--- config.mk ---
export PLATFORM = sky130hd
export DESIGN_NAME = receive_hdlc_signaling_ctrl
export DESIGN_NICKNAME = d
export VERILOG_FILES = /design/src/logic/rx_ctrl_pkg.sv /design/src/logic/receive_hdlc_signaling_ctrl.sv
export VERILOG_INCLUDE_DIRS = /design/src /design/src/logic
export SDC_FILE = /design/constraint.sdc
export NUM_CORES = 1
export LEC_CHECK = 0
export ABC_AREA = 1
export BUFFER_PORTS_ARGS = -buffer_cell sky130_fd_sc_hd__buf_2
export CORE_AREA = 5 5 257 259
export DETAILED_ROUTE_END_ITERATION = 12
export DIE_AREA = 0 0 262 264
export HOLD_SLACK_MARGIN = 0.02
export PLACE_DENSITY = 0.67
export SYNTH_ARGS = -nofsm -noshare
export SYNTH_HDL_FRONTEND = slang
export SYNTH_SLANG_ARGS = --single-unit
export TNS_END_PERCENT = 20
--- constraint.sdc ---
create_clock -name clk -period 8 [get_ports clk]
set_clock_uncertainty 0.2 [all_clocks]
set_input_delay 2.4 -clock clk [delete_from_list [all_inputs] [get_ports clk]]
set_output_delay 2.4 -clock clk [all_outputs]
set_load 0.01 [all_outputs]
--- src/logic/rx_ctrl_cfg.svh ---
`ifndef RX_CTRL_CFG_SVH
`define RX_CTRL_CFG_SVH

// ----------------------------------------
// register offsets within one port, port and group strides, port counts
// ----------------------------------------
`define OFS_RX_HDLC_CONTROL 12'h010
`define OFS_RX_HDLC_BIT_SUPPRESS 12'h011
`define OFS_RX_CHANNEL_MONITOR_SELECT 12'h012
`define OFS_RX_SIGNALING_CONTROL 12'h013
`define PORT_STRIDE 16'h0200
`define GROUP_STRIDE 16'h2000
`define PORTS_PER_GROUP 8
`define NUM_PORTS 16

// ----------------------------------------
// field positions, write masks and reset value
// ----------------------------------------
`define RHC_CRC_DISPLAY_BIT 7
`define RHC_RESET_BIT 6
`define RHC_MAPPING_BIT 5
`define SIG_FORCE_ONES_BIT 4
`define SIG_FORCE_FREEZE_BIT 2
`define SIG_FREEZE_ENABLE_BIT 1
`define SIG_INTEGRATION_BIT 0
`define RHC_WRITE_MASK 8'hFF
`define SUPPRESS_WRITE_MASK 8'hFF
`define MONITOR_WRITE_MASK 8'h1F
`define SIGNALING_WRITE_MASK 8'h17
`define RESET_VALUE 8'h00

// ----------------------------------------
// timing
// ----------------------------------------
`define HDLC_RESET_FRAMES 2
`define INTEGRATION_MULTIFRAMES 3

`endif

--- src/logic/rx_ctrl_pkg.sv ---
package rx_ctrl_pkg;
  typedef enum logic [2:0] {
    RST_IDLE = 3'b001,
    RST_WAIT = 3'b010,
    RST_DONE = 3'b100
  } hdlc_rst_state_t;
  typedef logic [7:0] reg8_t;
endpackage : rx_ctrl_pkg

--- src/logic/receive_hdlc_signaling_ctrl.sv ---
// Behaviour
// [RL1] crc display bit makes hdlc write crc-16 bytes after last octet
// [RL2] writing reset bit resets hdlc, flushes fifo, bit self-clears
// [RL3] hdlc reset and bit clear finish within two received frames
// [RL4] mapping select picks timeslot, or fdl (t1) / sa bits (e1)
// [RL5] five-bit timeslot select, zero is channel 1, ones channel 32
// [RL6] new timeslot select takes effect only after an hdlc reset
// [RL7] suppress bit n excludes channel bit n+1 from hdlc use
// [RL8] five-bit monitor select picks ds0 copied into monitor data
// [RL9] t1: signaling bit 4 forces enabled channels' signaling to ones
// [RL10] port copies sit at base plus 200h per port and 2000h per eight
// [RL11] e1: signaling bit 4 adds all-zero timeslot 16 resync criterion
// [RL12] force freeze freezes signaling and reinserted data, beats enable
// [RL13] freeze enable permits freezing on a freeze event
// [RL14] integration on: change reported after three stable multiframes
// [RL15] unused bits read zero, ignore writes; all fields reset to zero
//
// The implementer's own choice: the strobed register port.
`timescale 1ns/10ps
`include "rx_ctrl_cfg.svh"
module receive_hdlc_signaling_ctrl
  import rx_ctrl_pkg::*;
(
  // clock and reset
  input wire logic clk,
  input wire logic rst_n,
  // register port
  input wire logic [15:0] addr,
  input wire logic [7:0] wdata,
  input wire logic wr_stb,
  input wire logic rd_stb,
  output logic [7:0] rdata,
  // framer status, per port, same clock
  input wire logic [15:0] e1_mode,
  input wire logic [15:0] frame_start,
  input wire logic [15:0] multiframe_start,
  input wire logic [15:0] freeze_event,
  input wire logic [15:0] monitor_tick,
  input wire logic [127:0] monitor_ds0,
  // hdlc controls, per port
  output logic [15:0] crc_display,
  output logic [15:0] hdlc_reset,
  output logic [15:0] hdlc_use_fdl,
  output logic [15:0] hdlc_use_sa,
  output logic [79:0] hdlc_timeslot,
  output logic [127:0] hdlc_bit_enable,
  output logic [79:0] monitor_timeslot,
  // signaling controls, per port
  output logic [15:0] force_signaling_ones,
  output logic [15:0] multiframe_resync_select,
  output logic [15:0] signaling_freeze,
  output logic [15:0] signaling_integration_enable,
  output logic [15:0] integration_multiframes
);

  // ----------------------------------------
  // address decode
  // ----------------------------------------
  // returns valid bit and binary port number; clear valid bit means unmapped
  // [RL10] per-port address
  function automatic logic [4:0] decode_port(input logic [15:0] a);
    logic [4:0] r;
    logic [3:0] p;
    r = 5'h00;
    p = {a[13], a[11:9]};
    if (a[15:14] == 2'h0 && a[12] == 1'b0 && a[8:2] == 7'h04 && p[2:0] == a[11:9]) begin
      r = {1'b1, p};
    end
    return r;
  endfunction : decode_port

  logic [4:0] wr_dec;
  logic [4:0] rd_dec;
  assign wr_dec = decode_port(addr);
  assign rd_dec = wr_dec;

  reg8_t rdata_next;
  reg8_t rdata_reg;
  assign rdata = rdata_reg;

  reg8_t rhc_reg [`NUM_PORTS];
  reg8_t sup_reg [`NUM_PORTS];
  reg8_t mon_reg [`NUM_PORTS];
  reg8_t sig_reg [`NUM_PORTS];
  reg8_t mon_data_reg [`NUM_PORTS];

  // ----------------------------------------
  // read path: one cycle later, unmapped reads zero
  // ----------------------------------------
  always_comb begin
    rdata_next = `RESET_VALUE;
    if (rd_stb && rd_dec[4]) begin
      unique case (addr[1:0])
        2'h0: rdata_next = rhc_reg[rd_dec[3:0]];
        2'h1: rdata_next = sup_reg[rd_dec[3:0]];
        2'h2: rdata_next = mon_reg[rd_dec[3:0]];
        2'h3: rdata_next = sig_reg[rd_dec[3:0]];
      endcase
    end
  end

  always_ff @(posedge clk) begin
    if (!rst_n) begin
      rdata_reg <= `RESET_VALUE;
    end else begin
      rdata_reg <= rdata_next;
    end
  end

  // ----------------------------------------
  // per-port registers and behaviour
  // ----------------------------------------
  genvar g;
  generate
    for (g = 0; g < `NUM_PORTS; g++) begin : port
      logic hit;
      hdlc_rst_state_t state_reg;
      logic [1:0] frames_reg;
      logic [4:0] active_ts_reg;
      assign hit = wr_stb && wr_dec[4] && (wr_dec[3:0] == 4'(g));

      // [RL15] masked writes, zero reset
      always_ff @(posedge clk) begin
        if (!rst_n) begin
          sup_reg[g] <= `RESET_VALUE;
          mon_reg[g] <= `RESET_VALUE;
          sig_reg[g] <= `RESET_VALUE;
        end else if (hit) begin
          unique case (addr[1:0])
            2'h1: sup_reg[g] <= wdata & `SUPPRESS_WRITE_MASK;
            2'h2: mon_reg[g] <= wdata & `MONITOR_WRITE_MASK;
            2'h3: sig_reg[g] <= wdata & `SIGNALING_WRITE_MASK;
            default: ;
          endcase
        end
      end

      // [RL2] self-clearing reset bit; cleared in RST_DONE unless a write to the register lands in the same cycle
      always_ff @(posedge clk) begin
        if (!rst_n) begin
          rhc_reg[g] <= `RESET_VALUE;
        end else if (hit && addr[1:0] == 2'h0) begin
          rhc_reg[g] <= (wdata & `RHC_WRITE_MASK) |
            (rhc_reg[g] & (8'h01 << `RHC_RESET_BIT));
        end else if (state_reg == RST_DONE) begin
          rhc_reg[g][`RHC_RESET_BIT] <= 1'b0;
        end
      end

      // [RL3] reset held at most two frames
      always_ff @(posedge clk) begin
        if (!rst_n) begin
          state_reg <= RST_IDLE;
          frames_reg <= 2'h0;
        end else begin
          unique case (state_reg)
            RST_IDLE: begin
              frames_reg <= 2'h0;
              if (rhc_reg[g][`RHC_RESET_BIT]) begin
                state_reg <= RST_WAIT;
              end
            end
            RST_WAIT: begin
              if (frame_start[g]) begin
                frames_reg <= frames_reg + 2'h1;
                // two full frame boundaries needed; the second one ends the wait
                if (frames_reg == 2'(`HDLC_RESET_FRAMES - 1)) begin
                  state_reg <= RST_DONE;
                end
              end
            end
            RST_DONE: state_reg <= RST_IDLE;
            default: state_reg <= RST_IDLE;
          endcase
        end
      end

      // [RL6] timeslot latched at reset
      always_ff @(posedge clk) begin
        if (!rst_n) begin
          active_ts_reg <= 5'h00;
        end else if (state_reg == RST_DONE) begin
          active_ts_reg <= rhc_reg[g][4:0];
        end
      end

      // [RL8] monitor capture
      always_ff @(posedge clk) begin
        if (!rst_n) begin
          mon_data_reg[g] <= `RESET_VALUE;
        end else if (monitor_tick[g]) begin
          mon_data_reg[g] <= monitor_ds0[g*8 +: 8];
        end
      end

      // [RL1] crc display
      assign crc_display[g] = rhc_reg[g][`RHC_CRC_DISPLAY_BIT];
      // [RL2] hdlc reset and flush
      assign hdlc_reset[g] = (state_reg != RST_IDLE);
      // [RL4] mapping select
      assign hdlc_use_fdl[g] = rhc_reg[g][`RHC_MAPPING_BIT] & ~e1_mode[g];
      assign hdlc_use_sa[g] = rhc_reg[g][`RHC_MAPPING_BIT] & e1_mode[g];
      // [RL5] timeslot code, zero is channel 1
      assign hdlc_timeslot[g*5 +: 5] = active_ts_reg;
      // [RL7] bit suppress
      assign hdlc_bit_enable[g*8 +: 8] = ~sup_reg[g];
      assign monitor_timeslot[g*5 +: 5] = mon_reg[g][4:0];
      // [RL9] t1 force ones
      assign force_signaling_ones[g] = sig_reg[g][`SIG_FORCE_ONES_BIT] & ~e1_mode[g];
      // [RL11] e1 resync criterion
      assign multiframe_resync_select[g] = sig_reg[g][`SIG_FORCE_ONES_BIT] & e1_mode[g];
      // [RL12] force freeze overrides
      // [RL13] freeze enable
      assign signaling_freeze[g] = sig_reg[g][`SIG_FORCE_FREEZE_BIT] |
        (sig_reg[g][`SIG_FREEZE_ENABLE_BIT] & freeze_event[g]);
      // [RL14] integration
      assign signaling_integration_enable[g] = sig_reg[g][`SIG_INTEGRATION_BIT];
      assign integration_multiframes[g] = sig_reg[g][`SIG_INTEGRATION_BIT];
    end
  endgenerate

endmodule : receive_hdlc_signaling_ctrl

* Word-level counts from Yosys, hierarchy flattened *
Memories as Yosys holds them, arrays and structs flattened.
Cells that the tools add are included.

word-level totals
  memories kept = 4
  memory bits (writable) = 400
  input bits = 236
  bits in latches = 0
  output and inout port bits = 440
  memory bits (read-only) = 0
  register bits after elaboration = 168

cells by class
  equal/unequal tests = 147
  shifts and indexed selects = 0
  divide/modulo/power cells = 0
  bitwise logic cells = 225
  reduce and logical (&&, ||, !) cells = 88
  multipliers = 0
  $add $sub $neg = 16
  mux-type cells = 438
  magnitude comparators = 0

memory list
  memory   words  width  read ports  clocked after memory_dff  wr ports  line                               text
  rhc_reg  16     8      17          0                         16        receive_hdlc_signaling_ctrl.sv:81  reg8_t rhc_reg [`NUM_PORTS];
  sup_reg  16     8      17          0                         16        receive_hdlc_signaling_ctrl.sv:82  reg8_t sup_reg [`NUM_PORTS];
  mon_reg  16     5      17          0                         16        receive_hdlc_signaling_ctrl.sv:83  reg8_t mon_reg [`NUM_PORTS];
  sig_reg  16     4      17          0                         16        receive_hdlc_signaling_ctrl.sv:84  reg8_t sig_reg [`NUM_PORTS];

operators by type and width
  kind                 number
  $mux 1               276
  $mux 8               32
  $mux 3               48
  $not 8->8            16
  $or 8x7->8           16
  $ne 2x2->1 const B   48
  $or 1x1->1           96
  $pmux 3 s2           16
  $mux 5               17
  $and 1x1->1          80
  $mux 4               16
  $pmux 2 s2           16
  $eq 3x1->1 const B   16
  $eq 3x2->1 const B   16
  $eq 3x3->1 const B   16
  $ne 3x1->1 const B   16
  $reduce_and 3->1     16
  $logic_and 1x1->1    36
  $eq 2x1->1 const B   17
  $reduce_and 2->1     17
  $add 2x1->2 const B  16
  $eq 4x4->1 const B   8
  $mux 2               16
  $pmux 8 s4           1
  9 further kinds      46

* Longest topological paths before layout *
  depth in word-level cells = 12
  depth in mapped cells = 17
  depth with buffers taken out = 16

* Least setup slack after synthesis *
OpenSTA, ideal clock, no wires.

  path kind = input to output
  start point = in freeze_event[1]
  end point = out signaling_freeze[1]
  data arrival time = 2.587 ns
  path buffers = 0
  stages on the path = 1
  slack = 2.813 ns
  path through = a21o_1

between the ends
  longest elaborated chain between the ends = 2

ends and longest elaborated chain
  what         line                                text
  from (decl)  receive_hdlc_signaling_ctrl.sv:37   input wire logic [15:0] freeze_event,
  $and 1x1->1  receive_hdlc_signaling_ctrl.sv:215  (sig_reg[g][`SIG_FREEZE_ENABLE_BIT] & freeze_event[g]);
  $or 1x1->1   receive_hdlc_signaling_ctrl.sv:214  assign signaling_freeze[g] = sig_reg[g][`SIG_FORCE_FREEZE_BIT] |
  to (decl)    receive_hdlc_signaling_ctrl.sv:51   output logic [15:0] signaling_freeze,

No other way between the ends.

* Worst setup path in the final report *
  start point = in e1_mode[5]
  end point = out force_signaling_ones[5]

between the ends
  longest elaborated chain between the ends = 2

ends and longest elaborated chain
  what         line                                text
  from (decl)  receive_hdlc_signaling_ctrl.sv:34   input wire logic [15:0] e1_mode,
  $not 1->1    receive_hdlc_signaling_ctrl.sv:209  assign force_signaling_ones[g] = sig_reg[g][`SIG_FORCE_ONES_BIT] & ~e1_mode[g];
  $and 1x1->1  receive_hdlc_signaling_ctrl.sv:209
  to (decl)    receive_hdlc_signaling_ctrl.sv:49   output logic [15:0] force_signaling_ones,

No other way between the ends.

==> results_dict.tcl <==
set metrics [dict create \
    routed-via-count 25200 \
    clock_power_share_pct 41.4 \
    critPathMaxStageDelay_ns 0.42 \
    routed_wl_um 113000 \
    drv_slew 0 \
    drt_pass1_iterations 8 \
    yosysTopAreaCell "edfxtp_1" \
    detail_route.iter0.violations 3217 \
    p_int_mw 5.09 \
    die_h_um 264 \
    worstSetupPathType "primary input to primary output" \
    route.antenna.remaining_nets 0 \
    core_mm2 0.0636 \
    ys_seq_area_share_pct 56.7 \
    async_flop_share_pct 0 \
    crit_path_top_delay_cell "nor2_1" \
    hold_viol 0 \
    synth_edf_count 400 \
    die_x_um 262 \
    grt.overflow.total 0 \
    critPathMaxFanout 4 \
    ir_drop_v 0.000188 \
    grt_pass1_vias 23500 \
    drc_errors 0 \
    antenna_found_initial 7 \
    synth_area_per_cell_um2 8.27 \
    cellLeakagePower_nw 15.3 \
    reg2regPathDepth 10 \
    timing.fmax_ghz 0.173 \
    period_minus_slack_ns 5.79 \
    track_usage_pct 31.3 \
    cpLargestDelayFamily "simple AND/OR/NAND/NOR gates" \
    clkTransAtPathRegs_ns 0.06 \
    wire_per_inst_um 24.4 \
    fillCellCount 6138 \
    clock_path_buffers 3 \
    fp.dieArea_mm2 0.0692 \
    rr_endpoint "rdata[3]$_SDFF_PN0_" \
    powerDensity_mw_per_mm2 214 \
    synth_warnings 0 \
    start_kind "primary input" \
    ys_ff_latch 568 \
    initial_core_util_pct 42.6 \
    p_seq_share_pct 48.6 \
    synthCells 3280 \
    r2r_slack_ns 5.92 \
    yosysTopAreaCellShare_pct 44.3 \
    end_kind "primary output" \
    grt_max_degree 112 \
    hold_end "port[12].frames_reg[1]$_SDFFE_PN0P_" \
    rows 93 \
    io_buffer_count 515 \
    syn-num-nets 3532 \
    worst_slew_pin_slew_ns 1.21 \
    grt_pass1_wl_um 159000 \
    crit_path_cell_trace "buf_2, nor2_1, buf_2" \
    worstPathBufferInverterCount 2 \
    required_ns 5.40 \
    place.gp.congestion 0.945 \
    max_slew_margin_pct 18.9 \
    ios 676 \
    finalSetupViolCount 0 \
    htreeDepth 2 \
    path_common_cell "buf_2" \
    status "completed" \
    vias_per_cell 5.44 \
    swShare_pct 26.6 \
    post_cts_buffers 0 \
    hp-start "port[12].frames_reg[1]$_SDFFE_PN0P_" \
    setup_tns_ns 0 \
    cts_made_buffers 61 \
    cts_hold_buf 0 \
    nNetsFinal 3977 \
    post-route-period-util_pct 72.4 \
    yosys-top-cells-area "edfxtp_1 (44%), dfxtp_1 (12%), nor2_1 (11%)" \
    switchingPower_mw 1.85 \
    dp_hpwl_um 82400 \
    clock_latency_ns 0.66 \
    synth.distinct_cells 37 \
    power_frac_comb_pct 10.0 \
    regToRegStartpoint "mon_reg[13][3]$_SDFFCE_PN0P_" \
    layout-drive-gt1-share_pct 18.9 \
    synth_area_mm2 0.0271 \
    cts_tree "built" \
    rsz0062_at_grt "no" \
    cap_violations 0 \
    hold_depth 2 \
    cts.sinks 568 \
    ys.flop_type "edfxtp_1" \
    syn_to_final_growth_pct 19.4 \
    root_buffer "clkbuf_16" \
    cts_resized 0 \
    hp-class "register to register" \
    critPathArrivalTime_ns 3.19 \
    totalPowerFinal_mw 6.94 \
]
==> per-stage QoR <==
step                      util, %  hold slack [ns]  setup WS [ns]  cell area (µm²)  cells
after floorplan                 -            0.233           2.81            27100   3280
after global placement       47.7            0.248           1.60            30300   4517
after detailed placement     47.7            0.251           1.64            30300   4517
after CTS                    50.9            0.260           2.26            32400   4633
after global routing         50.9            0.283           2.14            32400   4634
final                        50.9            0.260           2.21            32400   4635
==> worst max-delay path by stage <==
| stage | from | slack, ns | depth (start not counted) | to |
|---|---|---|---|---|
| 3_5_place_dp | addr[15] | 1.64 | 14 | rdata[4]$_SDFF_PN0_ |
| 5_1_grt | addr[15] | 2.14 | 14 | rdata[4]$_SDFF_PN0_ |
| 6_report | e1_mode[5] | 2.21 | 3 | force_signaling_ones[5] |
| 2_1_floorplan | freeze_event[1] | 2.81 | 1 | signaling_freeze[1] |
| 3_3_place_gp | addr[15] | 1.60 | 14 | rdata[4]$_SDFF_PN0_ |
| 4_1_cts | e1_mode[5] | 2.26 | 3 | force_signaling_ones[5] |
==> routing by layer <==
layer  global-route usage (%)  part of all wire (%)  up-vias
li1                         -                     -    11400
met1                     41.4                    38    12000
met2                     49.4                    45     1578
met3                     9.81                    13      229
met4                     10.3                   3.7        8
met5                        0                 0.051        -
==> final cells by class <==
type | count | area, µm² | area share (%)
tap | 855 | 1070 | 3.30
multi-input combinational | 2011 | 8920 | 27.6
clock buffer | 88 | 1700 | 5.26
clock inverter | 28 | 335 | 1.04
sequential | 568 | 15400 | 47.5
inverter | 505 | 1900 | 5.87
timing repair buffer | 578 | 3070 | 9.48
antenna | 2 | 5.00 | 0.0155
==> logic make-up after synthesis <==
logic type | Yosys count | synth area share [%]
flops | 568 | 56.7
compound gates | 371 | 7.04
simple gates | 1624 | 25.0
buf+inv | 701 | 10.5
fa+ha+maj | 16 | 0.738
==> power groups by stage <==
stage	Sequential (mW)	Clock, mW	Combinational (mW)
final	3.37	2.87	0.697
after CTS	3.37	2.90	0.691
after global placement	3.43	0	0.682
after floorplan	3.40	0	0.379
after global routing	3.38	3.02	0.758
after detailed placement	3.43	0	0.687
==> worst min-delay path: cells and delay by family, from the launching register on <==
kind               cells  cell delay [ns]
DFF                    1             0.31
and+or+nand+nor        1             0.06
AOI/OAI and AO/OA      1             0.05
==> cell usage in the layout (no fill, tap or decap), types with 11 or more instances in the layout <==
master / n
buf_2: 514
nor3_1: 37
a21oi_1: 75
clkbuf_1: 21
dfxtp_1: 168
edfxtp_1: 400
o21ai_0: 262
nor2_4: 13
nand2_1: 493
clkinv_2: 11
nand4_1: 105
nor2_1: 820
inv_1: 489
nor4_1: 16
nand3_1: 110
ha_1: 16
clkbuf_16: 63
buf_4: 62
o22ai_1: 19
==> cells in the mapped netlist, types with 2 or more instances <==
master and number:
a211oi_1 6, a21o_1 2, a21oi_1 75, a22oi_1 2, and2_1 3, buf_1 11, buf_2 15, buf_4 52
clkbuf_1 117, clkinv_1 2, dfxtp_1 168, edfxtp_1 400, ha_1 16, inv_1 491, inv_2 12, nand2_1 493
nand2_2 3, nand3_1 111, nand3_2 2, nand4_1 105, nor2_1 822, nor2_2 4, nor2_4 12, nor3_1 37
nor4_1 16, o21ai_0 262, o21ai_1 4, o22ai_1 19, or2_1 5, or2_2 6
(Power assumes the default switching activity.)
